--- src/sbt_pkg.sv ---
// Constants and types shared by the sixteen-bit timer/counter files.
// Assumes one 25 MHz core clock and a byte-wide register port.
package sbt_pkg;

  // Register port widths.
  localparam int ADDR_W = 8;
  localparam int DATA_W = 8;

  // Register offsets on the register port.
  localparam logic [7:0] ADDR_CORE_IRQ = 8'h0b;
  localparam logic [7:0] ADDR_FLAGS    = 8'h0c;
  localparam logic [7:0] ADDR_COUNT_LO = 8'h0e;
  localparam logic [7:0] ADDR_COUNT_HI = 8'h0f;
  localparam logic [7:0] ADDR_CONTROL  = 8'h10;
  localparam logic [7:0] ADDR_ENABLES  = 8'h8c;

  // Field positions in counter_control.
  localparam int CTL_RUN_BIT      = 0;
  localparam int CTL_SRC_BIT      = 1;
  localparam int CTL_SYNC_DIS_BIT = 2;
  localparam int CTL_OSC_EN_BIT   = 3;
  localparam int CTL_PS_LO_BIT    = 4;
  localparam int CTL_PS_HI_BIT    = 5;
  localparam logic [7:0] CTL_MASK = 8'h3f;

  // Field positions in the interrupt registers.
  localparam int CORE_GIE_BIT  = 7;
  localparam int CORE_PERIPHERAL_IRQ_ENABLE_BIT = 6;
  localparam int FLAG_OVF_BIT  = 0;
  localparam int ENA_OVF_BIT   = 0;

  // Reset value of control, count clear and wrap values, idle read value.
  localparam logic [7:0]  CONTROL_RESET = 8'h00;
  localparam logic [15:0] COUNT_ZERO    = 16'h0000;
  localparam logic [15:0] COUNT_MAX     = 16'hffff;
  localparam logic [7:0]  READ_IDLE     = 8'h00;

  // Compare mode code that raises the special event trigger.
  localparam logic [3:0] TRIGGER_MODE = 4'hb;

  // Timing: the instruction clock is the core clock divided by four.
  localparam int CLOCK_PERIOD_NS = 40;
  localparam int INSTR_PERIOD_NS = 160;
  localparam int INSTR_CYCLES    = INSTR_PERIOD_NS / CLOCK_PERIOD_NS;
  localparam logic [1:0] INSTR_LAST = 2'(INSTR_CYCLES - 1);

  // Prescaler counter width, enough for a divide by eight.
  localparam int PRESCALE_W = 3;

  // Edge qualifier after the counter is enabled in external mode.
  typedef enum logic {
    ARM_WAIT_FALL,
    ARM_READY
  } sbt_arm_type;

endpackage : sbt_pkg

--- src/sbt_prescaler.sv ---
// Input prescaler of the sixteen-bit timer/counter: divides a tick stream by 1, 2, 4 or 8.
// Assumes ticks are one-cycle pulses on the core clock.
module sbt_prescaler (
  input  wire logic       clock,
  input  wire logic       reset,
  input  wire logic       tick,
  input  wire logic       clear,
  input  wire logic [1:0] select,
  output logic            out_tick
);
  import sbt_pkg::*;

  typedef struct packed {
    logic [PRESCALE_W-1:0] cnt;
  } sbt_pre_state_type;

  sbt_pre_state_type state;
  sbt_pre_state_type next_state;
  logic [PRESCALE_W-1:0] mask;

  // The low select bits of the counter must all be ones for a tick to pass.
  always_comb begin
    mask = PRESCALE_W'((4'h1 << select) - 4'h1);
    out_tick = tick && ((state.cnt & mask) == mask);
  end

  // Counter advances on each input tick and is cleared by a count write.
  always_comb begin
    next_state = state;
    if (reset || clear) begin
      next_state.cnt = '0;
    end else if (tick) begin
      next_state.cnt = state.cnt + PRESCALE_W'(1);
    end
  end

  // State register.
  always_ff @(posedge clock) begin
    state <= next_state;
  end
endmodule : sbt_prescaler

--- src/sbt_timer.sv ---
// Sixteen-bit timer/counter with prescaler, external clock input and trigger reset.
// Assumes a 25 MHz core clock, pins synchronous to it, and a byte register port.
//
// How it works
// - External mode counts rising edges of oscillator pin or external clock pin.
// - Synchronized mode resynchronizes after the prescaler; prescaler is a synchronous counter on the core clock.
// - Synchronized counting in sleep holds the count; prescaler keeps advancing.
// - Unsynchronized mode keeps counting in sleep and wakes the processor on overflow.
// - Unsynchronized counting is not offered as capture or compare time base.
// - Count byte reads always return a stable registered value.
// - Oscillator enable bit turns on the crystal amplifier, also in sleep.
// - Compare trigger with mode 1011 resets the count to zero.
// - Trigger reset is ignored while counting unsynchronized.
// - A count write in the trigger cycle wins over the trigger.
// - No reset clears the count; only compare triggers do.
// - Control clears on power-on reset only; other resets keep it.
// - Any write to either count byte clears the prescaler.
// - Count wraps from ffff to 0000 and latches the overflow flag.
// - Prescale field 00,01,10,11 divides by 1,2,4,8.
// - Internal source counts the instruction clock; sync bit is ignored.
// - After enabling external mode a falling edge must come before counting.
//
// The plain strobed port was left to the implementer.
module sbt_timer (
  input  wire logic                      clock,
  input  wire logic                      reset,
  input  wire logic                      other_reset,
  input  wire logic                      sleep,
  input  wire logic [sbt_pkg::ADDR_W-1:0] reg_addr,
  input  wire logic [sbt_pkg::DATA_W-1:0] reg_wdata,
  input  wire logic                      reg_write,
  input  wire logic                      reg_read,
  output logic      [sbt_pkg::DATA_W-1:0] reg_rdata,
  input  wire logic                      ext_count_pin,
  input  wire logic                      osc_input_pin,
  input  wire logic [3:0]                compare_mode_select_one,
  input  wire logic                      compare_unit_one_trigger,
  input  wire logic [3:0]                compare_mode_select_two,
  input  wire logic                      compare_unit_two_trigger,
  output logic                           osc_amp_enable,
  output logic                           time_base_valid,
  output logic      [15:0]               time_base_count,
  output logic                           overflow_irq,
  output logic                           wake_request
);
  import sbt_pkg::*;

  typedef struct packed {
    logic [15:0]  count;
    logic [7:0]   control;
    logic         global_irq_enable;
    logic         peripheral_irq_enable;
    logic         overflow_flag;
    logic         overflow_irq_enable;
    logic [1:0]   instr_phase;
    logic         pin_last;
    sbt_arm_type  arm;
    logic [1:0]   sync_pipe;
    logic [7:0]   rdata;
  } sbt_state_type;

  sbt_state_type state;
  sbt_state_type next_state;

  logic       counter_run;
  logic       clock_source_select;
  logic       sync_disable;
  logic       osc_enable;
  logic [1:0] prescale_sel;
  logic       async_mode;
  logic       ext_enabled;
  logic       sel_pin;
  logic       pin_rise;
  logic       pin_fall;
  logic       ext_tick;
  logic       instr_tick;
  logic       pre_in;
  logic       pre_out;
  logic       count_inc;
  logic       trig_ok;
  logic       write_lo;
  logic       write_hi;
  logic       write_count;
  logic [7:0] count_hi;

  // Address match, used by every write and read decode.
  function automatic logic hit(input logic [ADDR_W-1:0] addr, input logic [7:0] offset);
    hit = (addr == offset);
  endfunction : hit

  // A compare unit raises the special event only in its trigger mode.
  function automatic logic unit_trigger(input logic [3:0] mode, input logic trig);
    unit_trigger = trig && (mode == TRIGGER_MODE);
  endfunction : unit_trigger

  // Read multiplexer; unmapped addresses and reserved bits read as zero.
  function automatic logic [7:0] read_mux(input logic [ADDR_W-1:0] addr,
                                          input sbt_state_type s);
    logic [7:0] value;
    value = READ_IDLE;
    if (hit(addr, ADDR_COUNT_LO)) begin
      value = s.count[7:0];
    end else if (hit(addr, ADDR_COUNT_HI)) begin
      value = s.count[15:8];
    end else if (hit(addr, ADDR_CONTROL)) begin
      value = s.control & CTL_MASK;
    end else if (hit(addr, ADDR_FLAGS)) begin
      value[FLAG_OVF_BIT] = s.overflow_flag;
    end else if (hit(addr, ADDR_ENABLES)) begin
      value[ENA_OVF_BIT] = s.overflow_irq_enable;
    end else if (hit(addr, ADDR_CORE_IRQ)) begin
      value[CORE_GIE_BIT] = s.global_irq_enable;
      value[CORE_PERIPHERAL_IRQ_ENABLE_BIT] = s.peripheral_irq_enable;
    end
    read_mux = value;
  endfunction : read_mux

  // Control fields and the derived operating modes.
  assign counter_run         = state.control[CTL_RUN_BIT];
  assign clock_source_select = state.control[CTL_SRC_BIT];
  assign sync_disable        = state.control[CTL_SYNC_DIS_BIT];
  assign osc_enable          = state.control[CTL_OSC_EN_BIT];
  assign prescale_sel        = state.control[CTL_PS_HI_BIT:CTL_PS_LO_BIT];
  assign async_mode          = clock_source_select && sync_disable;
  assign ext_enabled         = counter_run && clock_source_select;
  assign count_hi            = state.count[15:8];

  // Register port write decode.
  assign write_lo    = reg_write && hit(reg_addr, ADDR_COUNT_LO);
  assign write_hi    = reg_write && hit(reg_addr, ADDR_COUNT_HI);
  assign write_count = write_lo || write_hi;

  // Count source selection and edge detection on the chosen pin.
  always_comb begin
    sel_pin  = osc_enable ? osc_input_pin : ext_count_pin;
    pin_rise = sel_pin && !state.pin_last;
    pin_fall = !sel_pin && state.pin_last;
    ext_tick = ext_enabled && (state.arm == ARM_READY) && pin_rise;
    instr_tick = counter_run && !clock_source_select && !sleep &&
                 (state.instr_phase == INSTR_LAST);
    pre_in = clock_source_select ? ext_tick : instr_tick;
  end

  // Prescaler ahead of the synchronizer; keeps counting external ticks in sleep.
  sbt_prescaler u_prescaler (
    .clock    (clock),
    .reset    (reset),
    .tick     (pre_in),
    .clear    (write_count),
    .select   (prescale_sel),
    .out_tick (pre_out)
  );

  // Increment selection and trigger qualification.
  always_comb begin
    if (async_mode) begin
      count_inc = pre_out;
    end else if (clock_source_select) begin
      count_inc = counter_run && state.sync_pipe[1]; // Stopping drops ticks still in flight.
    end else begin
      count_inc = pre_out;
    end
    trig_ok = !async_mode &&
              (unit_trigger(compare_mode_select_one, compare_unit_one_trigger) ||
               unit_trigger(compare_mode_select_two, compare_unit_two_trigger));
  end

  // Next-state logic for counter, registers and read data.
  always_comb begin
    next_state = state;
    next_state.pin_last = sel_pin;
    next_state.rdata = READ_IDLE;
    if (!sleep) begin
      next_state.instr_phase = state.instr_phase + 2'h1;
    end
    if (!ext_enabled) begin
      next_state.arm = ARM_WAIT_FALL;
    end else if (pin_fall) begin
      next_state.arm = ARM_READY;
    end
    if (sleep || async_mode) begin
      next_state.sync_pipe = 2'h0;
    end else begin
      next_state.sync_pipe = {state.sync_pipe[0], pre_out && clock_source_select};
    end
    if (write_count) begin
      if (write_lo) begin
        next_state.count[7:0] = reg_wdata;
      end else begin
        next_state.count[15:8] = reg_wdata;
      end
    end else if (trig_ok) begin
      next_state.count = COUNT_ZERO;
    end else if (count_inc) begin
      next_state.count = state.count + 16'h0001;
    end
    if (reg_write && hit(reg_addr, ADDR_CONTROL)) begin
      next_state.control = reg_wdata & CTL_MASK;
    end
    if (reg_write && hit(reg_addr, ADDR_ENABLES)) begin
      next_state.overflow_irq_enable = reg_wdata[ENA_OVF_BIT];
    end
    if (reg_write && hit(reg_addr, ADDR_CORE_IRQ)) begin
      next_state.global_irq_enable = reg_wdata[CORE_GIE_BIT];
      next_state.peripheral_irq_enable = reg_wdata[CORE_PERIPHERAL_IRQ_ENABLE_BIT];
    end
    if (reg_write && hit(reg_addr, ADDR_FLAGS)) begin
      next_state.overflow_flag = reg_wdata[FLAG_OVF_BIT];
    end
    // besides a flag write of one, only a real wrap sets the flag, and it wins over a flag write of zero but not over a reset
    if (count_inc && !trig_ok && !write_count && (state.count == COUNT_MAX)) begin
      next_state.overflow_flag = 1'b1;
    end
    if (reg_read) begin
      next_state.rdata = read_mux(reg_addr, state);
    end
    if (other_reset) begin
      next_state.overflow_flag = 1'b0;
      next_state.overflow_irq_enable = 1'b0;
      next_state.global_irq_enable = 1'b0;
      next_state.peripheral_irq_enable = 1'b0;
    end
    if (reset) begin
      next_state.control = CONTROL_RESET;
      next_state.overflow_flag = 1'b0;
      next_state.overflow_irq_enable = 1'b0;
      next_state.global_irq_enable = 1'b0;
      next_state.peripheral_irq_enable = 1'b0;
      next_state.instr_phase = 2'h0;
      next_state.pin_last = 1'b0;
      next_state.arm = ARM_WAIT_FALL;
      next_state.sync_pipe = 2'h0;
      next_state.rdata = READ_IDLE;
      next_state.count = state.count;
    end
  end

  // State register; reset is applied through the next-state logic.
  always_ff @(posedge clock) begin
    state <= next_state;
  end

  // Outputs toward the pins, compare units and interrupt controller.
  assign reg_rdata       = state.rdata;
  assign osc_amp_enable  = osc_enable;
  assign time_base_valid = !async_mode;
  assign time_base_count = state.count;
  assign overflow_irq    = state.overflow_flag && state.overflow_irq_enable &&
                           state.peripheral_irq_enable && state.global_irq_enable;
  assign wake_request    = state.overflow_flag && state.overflow_irq_enable;
endmodule : sbt_timer

--- config.mk ---
export PLATFORM = sky130hd
export DESIGN_NAME = sbt_timer
export DESIGN_NICKNAME = d
export VERILOG_FILES = /design/src/sbt_pkg.sv /design/src/sbt_prescaler.sv /design/src/sbt_timer.sv
export SDC_FILE = /design/constraint.sdc
export NUM_CORES = 1
export LEC_CHECK = 0
export ABC_CLOCK_PERIOD_IN_PS = 3100
export BUFFER_PORTS_ARGS = -buffer_cell sky130_fd_sc_hd__buf_4
export CORE_MARGIN = 2
export CORE_UTILIZATION = 50
export DETAILED_ROUTE_END_ITERATION = 8
export GPL_ROUTABILITY_DRIVEN = 0
export PLACE_DENSITY = 0.87
export SLEW_MARGIN = 40
export SYNTH_ARGS = -nofsm -noshare
export SYNTH_HDL_FRONTEND = slang
export SYNTH_SLANG_ARGS = --single-unit
--- constraint.sdc ---
create_clock -name clock -period 3.1 [get_ports clock]
set_input_delay 0.31 -clock clock [delete_from_list [all_inputs] [get_ports clock]]
set_output_delay 0.31 -clock clock [all_outputs]
set_load 0.05 [all_outputs]
==> results.json, run 1 <==
{
  "maxCapViolations": 0,
  "area_delta_synth_final_pct": 16.5,
  "place.detailed.hpwl_um": 4600,
  "setup_tns_ns": 0,
  "clkTransAtPathRegs_ns": 0.09,
  "port_buffers": 61,
  "pin_count": 62,
  "syn-instance-count": 274,
  "grt_pass1_vias": 2099,
  "antenna_found_initial": 0,
  "hold_class": "input port to flip-flop",
  "slew_viol_final": 0,
  "cts_buffers": 5,
  "cts_tree": "yes",
  "layout_commonest_cell": "buf_4",
  "ys_top_cells_by_area": "dfxtp_1 21%, edfxtp_1 19%, buf_4 7.5%",
  "synth_edf_count": 16,
  "critPathLaunchType": "flip-flop",
  "fmax_mhz": 450,
  "hold_path.startpoint": "other_reset",
  "cp.arrival_ns": 2.17,
  "power_density_nw_per_um2": 366,
  "period_minus_slack_ns": 2.22,
  "worstPathRequired_ns": 3.04,
  "timing.rr.start": "osc_amp_enable",
  "avgViaCountPerCell": 5.88,
  "coreArea_sq_um": 4790,
  "yosys_register_bits": 43,
  "grt_overflow": 0,
  "p_leak_nw": 1.06,
  "die_y_um": 74.9,
  "setup_slack_ns": 0.876,
  "ant_nets": 0,
  "drc": 0,
  "diodes": 0,
  "nFillCells": 423,
  "final_area_sq_um": 2930,
  "fin_crit_sh": 0.717,
  "ys_types": 49,
  "dp_slack_ns": 0.661,
  "min_to": "state[16]",
  "ir_worst_vdd_mv": 0.281,
  "grt_pass1_wl_um": 9520,
  "synth_top_cell_area_share": 0.215,
  "cts.sinks": 43,
  "path_cells": "mux2i_1 -> o21a_1 -> o31a_1 -> a221oi_2",
  "path_delay_family": "compound AO/OA/AOI/OAI gates",
  "wirelength_met1_um": 2410,
  "cts_hold_buf": 0,
  "crit_type": "flip-flop to flip-flop",
  "ys.flop_type": "dfxtp_1",
  "outcome": "completed",
  "num-nets-final": 346,
  "dieArea_sq_um": 5620,
  "path_buf_inv": 0,
  "stdcell_count": 377,
  "grtUsageTotal": 0.223,
  "final_layout_size_suffix_gt1_frac": 0.265,
  "ff2ff_setup_slack_ns": 0.88,
  "cpMaxStageDelayCell": "a221oi_2",
  "syn_area_sq_um": 2520,
  "layout_common_cells": "63 x buf_4, 28 x nand2_1, 27 x dfxtp_1",
  "dr.pass1.iters": 5,
  "synth_area_per_cell_sq_um": 9.18,
  "rows": 25,
  "insertion_delay_ns": 0.31,
  "fin_hold_ws_ns": 0.196,
  "slowest_delay_ns": 0.64,
  "cts-resized-gates": 0,
  "r2r_cells": 4,
  "ys_warn_count": 0,
  "die_w_um": 74.9,
  "h-tree-depth": 2,
  "hold_viol_final": 0,
  "ys_async_sr_fraction": 0,
  "finalClockSkew_ns": 0.0102,
  "finalSetupViolations": 0,
  "rsz0062_at_grt": "false",
  "wl_um": 5880,
  "tightestPinTransition_ns": 0.675,
  "top_layer_used": "met4",
  "wl_met2_um": 2920,
  "root_buffer": "clkbuf_8",
  "synth.largest_area_cell": "dfxtp_1",
  "dr_total_vias": 2217,
  "start_util": 0.526,
  "slew_headroom": 0.546,
  "ys_seq_area_frac": 0.406,
  "hold_path_depth": 2,
  "clockBufferDepth": 2,
  "place_area_sq_um": 2840,
  "crit_path_max_fanout": 8,
  "wl_per_cell_um": 15.6,
  "synth_nets": 311,
  "dp_cells": 369,
  "drtIter0Drc": 249,
  "grt_max_degree": 22,
  "met3_length_um": 482,
  "r2r_end": "time_base_count[11]",
  "cp-end-kind": "flip-flop",
  "cts_setup_buffers": 0
}
==> cell families (layout without fill, tap and decap cells) <==
logic type / count (synthesis) / after routing / synth area share
AND/OR/NAND/NOR: 99 / 99 / 0.229
XOR/XNOR: 15 / 15 / 0.0522
adder cells (fa/ha/maj): 3 / 3 / 0.0149
multiplexers: 8 / 8 / 0.0318
buffers and inverters: 48 / 84 / 0.113
AO/OA/AOI/OAI: 58 / 58 / 0.153
flip-flops: 43 / 43 / 0.406
==> final cells by class <==
cell class	count	area, sq um	area share
timing repair buffer	63	473	0.161
clock inverter	3	23.8	0.00811
clock buffer	5	68.8	0.0235
sequential	43	1020	0.348
tap	67	83.8	0.0286
multi-input combinational	183	1210	0.413
inverter	13	48.8	0.0167
==> synthesized netlist by cell type, drive strengths merged (3+ instances only) <==
cell type  number
nor4            9
and2            3
nor3           13
buf            28
a2111oi         3
a22oi           8
clkbuf          7
nand3          12
xor2            3
ha              3
a21oi          14
nand2          28
inv            13
nand4           5
nor2           10
nand2b          3
o21ai          20
dfxtp          27
edfxtp         16
xnor2          12
mux2i           8
nand4b          3
==> how the worst max path moves through the flow <==
stage	cells past startpoint	start	to
floorplan	4	osc_amp_enable	time_base_count[0]
global placement	5	reg_addr[5]	time_base_count[12]
detailed placement	5	reg_addr[5]	time_base_count[12]
CTS	4	osc_amp_enable	time_base_count[15]
global route	4	osc_amp_enable	time_base_count[11]
finish	4	osc_amp_enable	time_base_count[11]
==> per-stage QoR <==
stage / power [mW] / utilization
after floorplan: 0.663 / -
after global placement: 0.707 / 0.593
after detailed placement: 0.710 / 0.593
after CTS: 1.08 / 0.612
after global routing: 1.10 / 0.612
final: 1.07 / 0.612
==> metal layers <==
metal	vias to the layer above	GRT usage
met5	-	0
met4	0	0.0635
met3	8	0.0562
met2	120	0.379
met1	1044	0.280
li1	1045	-
==> report_power, final <==
group / internal (mW) / total, mW / switching [mW]
combinational: 0.0457 / 0.101 / 0.0552
sequential: 0.590 / 0.596 / 0.00648
clock: 0.161 / 0.374 / 0.213
==> flip-flops by register name, summed over array words and instances (netlist names) <==
register,flops
state,11
time_base_count,16
counter_run,1
clock_source_select,1
prescale_sel,2
u_prescaler.state,3
osc_amp_enable,1
reg_rdata,8
(Power assumes the default switching activity.)
==> run 2, diff against run 1 <==
--- a/config.mk
+++ b/config.mk
@@ -5,10 +5,11 @@
 export SDC_FILE = /design/constraint.sdc
 export NUM_CORES = 1
 export LEC_CHECK = 0
-export ABC_CLOCK_PERIOD_IN_PS = 3100
+export ABC_AREA = 1
+export ABC_CLOCK_PERIOD_IN_PS = 1900
 export BUFFER_PORTS_ARGS = -buffer_cell sky130_fd_sc_hd__buf_4
 export CORE_MARGIN = 2
-export CORE_UTILIZATION = 50
+export CORE_UTILIZATION = 48
 export DETAILED_ROUTE_END_ITERATION = 8
 export GPL_ROUTABILITY_DRIVEN = 0
 export PLACE_DENSITY = 0.87
==> constraint.sdc (replaced) <==
create_clock -name clock -period 1.9 [get_ports clock]
set_input_delay 0.19 -clock clock [delete_from_list [all_inputs] [get_ports clock]]
set_output_delay 0.19 -clock clock [all_outputs]
set_load 0.05 [all_outputs]
==> run 2 against run 1 <==
Against the previous run: clock power is 130% higher; first-iteration DRC count is 39% higher; die area is 6.4% higher; final area is 5.5% higher; sequential share of layout area is 1.8 points lower; cell count is 24% higher; critical path type unchanged; critical endpoint is now time_base_count[14].
==> results.json, run 2 <==
{
  "outcome": "completed",
  "ys_warn_count": 0,
  "clkTransAtPathRegs_ns": 0.08,
  "ys_top_cells_by_area": "dfxtp_1 21%, edfxtp_1 19%, nand2_1 9.9%",
  "ff2ff_setup_slack_ns": 0.10,
  "insertion_delay_ns": 0.31,
  "die_w_um": 77.3,
  "syn-instance-count": 353,
  "crit_type": "flip-flop to flip-flop",
  "power_density_nw_per_um2": 643,
  "setup_tns_ns": 0,
  "tightestPinTransition_ns": 0.427,
  "area_delta_synth_final_pct": 19.9,
  "cts-resized-gates": 0,
  "layout_common_cells": "68 x nand2_1, 67 x buf_4, 61 x inv_1",
  "critPathLaunchType": "flip-flop",
  "fin_hold_ws_ns": 0.0914,
  "diodes": 0,
  "largest_reg_flops": 16,
  "grt_overflow": 0,
  "fin_crit_sh": 0.945,
  "num-nets-final": 435,
  "dieArea_sq_um": 5970,
  "postLayoutCoreUtil": 0.602,
  "cts_tree": "yes",
  "worstPathRequired_ns": 1.96,
  "hold_viol_final": 0,
  "synth.largest_area_cell": "dfxtp_1",
  "rsz0062_at_grt": "false",
  "slew_viol_final": 0,
  "synth_nets": 390,
  "yosys_register_bits": 43,
  "ys_async_sr_fraction": 0,
  "dr.pass1.iters": 5,
  "syn_area_sq_um": 2580,
  "fmax_mhz": 557,
  "ys.flop_type": "dfxtp_1",
  "drc": 0,
  "synth_commonest_cells": "68 x nand2_1, 61 x inv_1, 32 x nor2_1",
  "clockBufferDepth": 2,
  "ir_worst_vdd_mv": 0.418,
  "cts.sinks": 43,
  "drtIter0Drc": 345,
  "dp_slack_ns": 0.0732,
  "finalClockSkew_ns": 0.00747,
  "cts_setup_buffers": 0,
  "ys_types": 29,
  "top_layer_used": "met4",
  "crit_path_max_fanout": 6,
  "wl_um": 6480,
  "cts_buffers": 5,
  "cp.arrival_ns": 1.85,
  "rows": 26,
  "final_layout_size_suffix_gt1_frac": 0.228,
  "die_y_um": 77.3,
  "grtUsageTotal": 0.219,
  "setup_slack_ns": 0.104,
  "synth_top_cell_area_share": 0.210,
  "wl_met2_um": 3270,
  "period_minus_slack_ns": 1.80,
  "synthMostInstantiatedCell": "nand2_1",
  "coreArea_sq_um": 5140,
  "pin_count": 62,
  "synth_area_per_cell_sq_um": 7.31,
  "root_buffer": "clkbuf_8",
  "synth_edf_count": 16,
  "grt_pass1_wl_um": 10300,
  "wl_per_cell_um": 13.8,
  "grt_max_degree": 14,
  "start_util": 0.502,
  "port_buffers": 61,
  "cp-end-kind": "flip-flop",
  "antenna_found_initial": 0,
  "met3_length_um": 625,
  "ys_seq_area_frac": 0.396,
  "dr_total_vias": 2468,
  "avgViaCountPerCell": 5.26,
  "ant_nets": 0,
  "hold_class": "input port to flip-flop",
  "finalSetupViolations": 0,
  "place.detailed.hpwl_um": 5000,
  "maxCapViolations": 0,
  "slew_headroom": 0.714,
  "layout_commonest_cell": "nand2_1",
  "grt_pass1_vias": 2326,
  "wirelength_met1_um": 2460,
  "cts_hold_buf": 0,
  "h-tree-depth": 2,
  "p_leak_nw": 1.50
}
-- run 2: changes by cell type after synthesis, moves of 4 or more --
| cell | change |
|---|---|
| inv_1 | +48 |
| mux2i_1 | -8 |
| nand3_2 | +4 |
| nor4_1 | -6 |
| o21ai_0 | +10 |
| nor3_1 | -5 |
| clkbuf_1 | -6 |
| xnor2_1 | -12 |
| nand2_1 | +40 |
| a22oi_1 | -8 |
| nor2_1 | +22 |
| o22ai_1 | +15 |
| nand3_1 | +7 |
-- run 2: cell families after synthesis --
logic type      synth area share
flops                      0.396
compound gates             0.131
simple gates               0.266
fa+ha+maj                 0.0146
xor+xnor                  0.0170
buf+inv                    0.176
-- run 2: per-layer routing --
layer,global-route usage,vias up
li1,-,1209
met1,0.252,1111
met2,0.392,129
met3,0.0518,19
met4,0.0768,0
met5,0,-
-- run 2: worst max-delay path, stage by stage (launching register included) --
cell,delay (ns)
edfxtp_1,0.41
ha_1,0.19
nand2_1,0.08
nor2_2,0.20
nand3_2,0.19
nor2_1,0.17
nand2_1,0.09
xor2_1,0.13
o22ai_1,0.08
-- run 2: worst paths after layout --
kind                 startpoint                   to  depth (start not counted)
max          time_base_count[1]  time_base_count[14]                          8
min                       reset            state[11]                          2
max reg2reg  time_base_count[1]  time_base_count[14]                          8
min reg2reg            state[8]             state[9]                          2
-- run 2: area by class of cell --
cell class	count	area, sq um
clock buffer	6	72.6
sequential	43	1020
clock inverter	2	60.1
inverter	63	236
timing repair buffer	67	503
tap	70	87.6
multi-input combinational	218	1110
fill	479	2050
-- run 2: metrics by stage --
step                instance area [sq um]  total power [mW]  cells
finish                               3090              1.99    469
global route                         3090              2.05    469
CTS                                  3090              2.00    469
detailed placement                   2950              1.16    461
global placement                     2950              1.16    461
floorplan                            2580              1.08    353
-- run 2: report_power, final --
group / switching [mW] / leakage, nW / internal (mW) / total (mW)
clock network: 0.318 / 0.0654 / 0.525 / 0.843
logic: 0.101 / 1.07 / 0.0748 / 0.176
registers: 0.00840 / 0.364 / 0.962 / 0.970
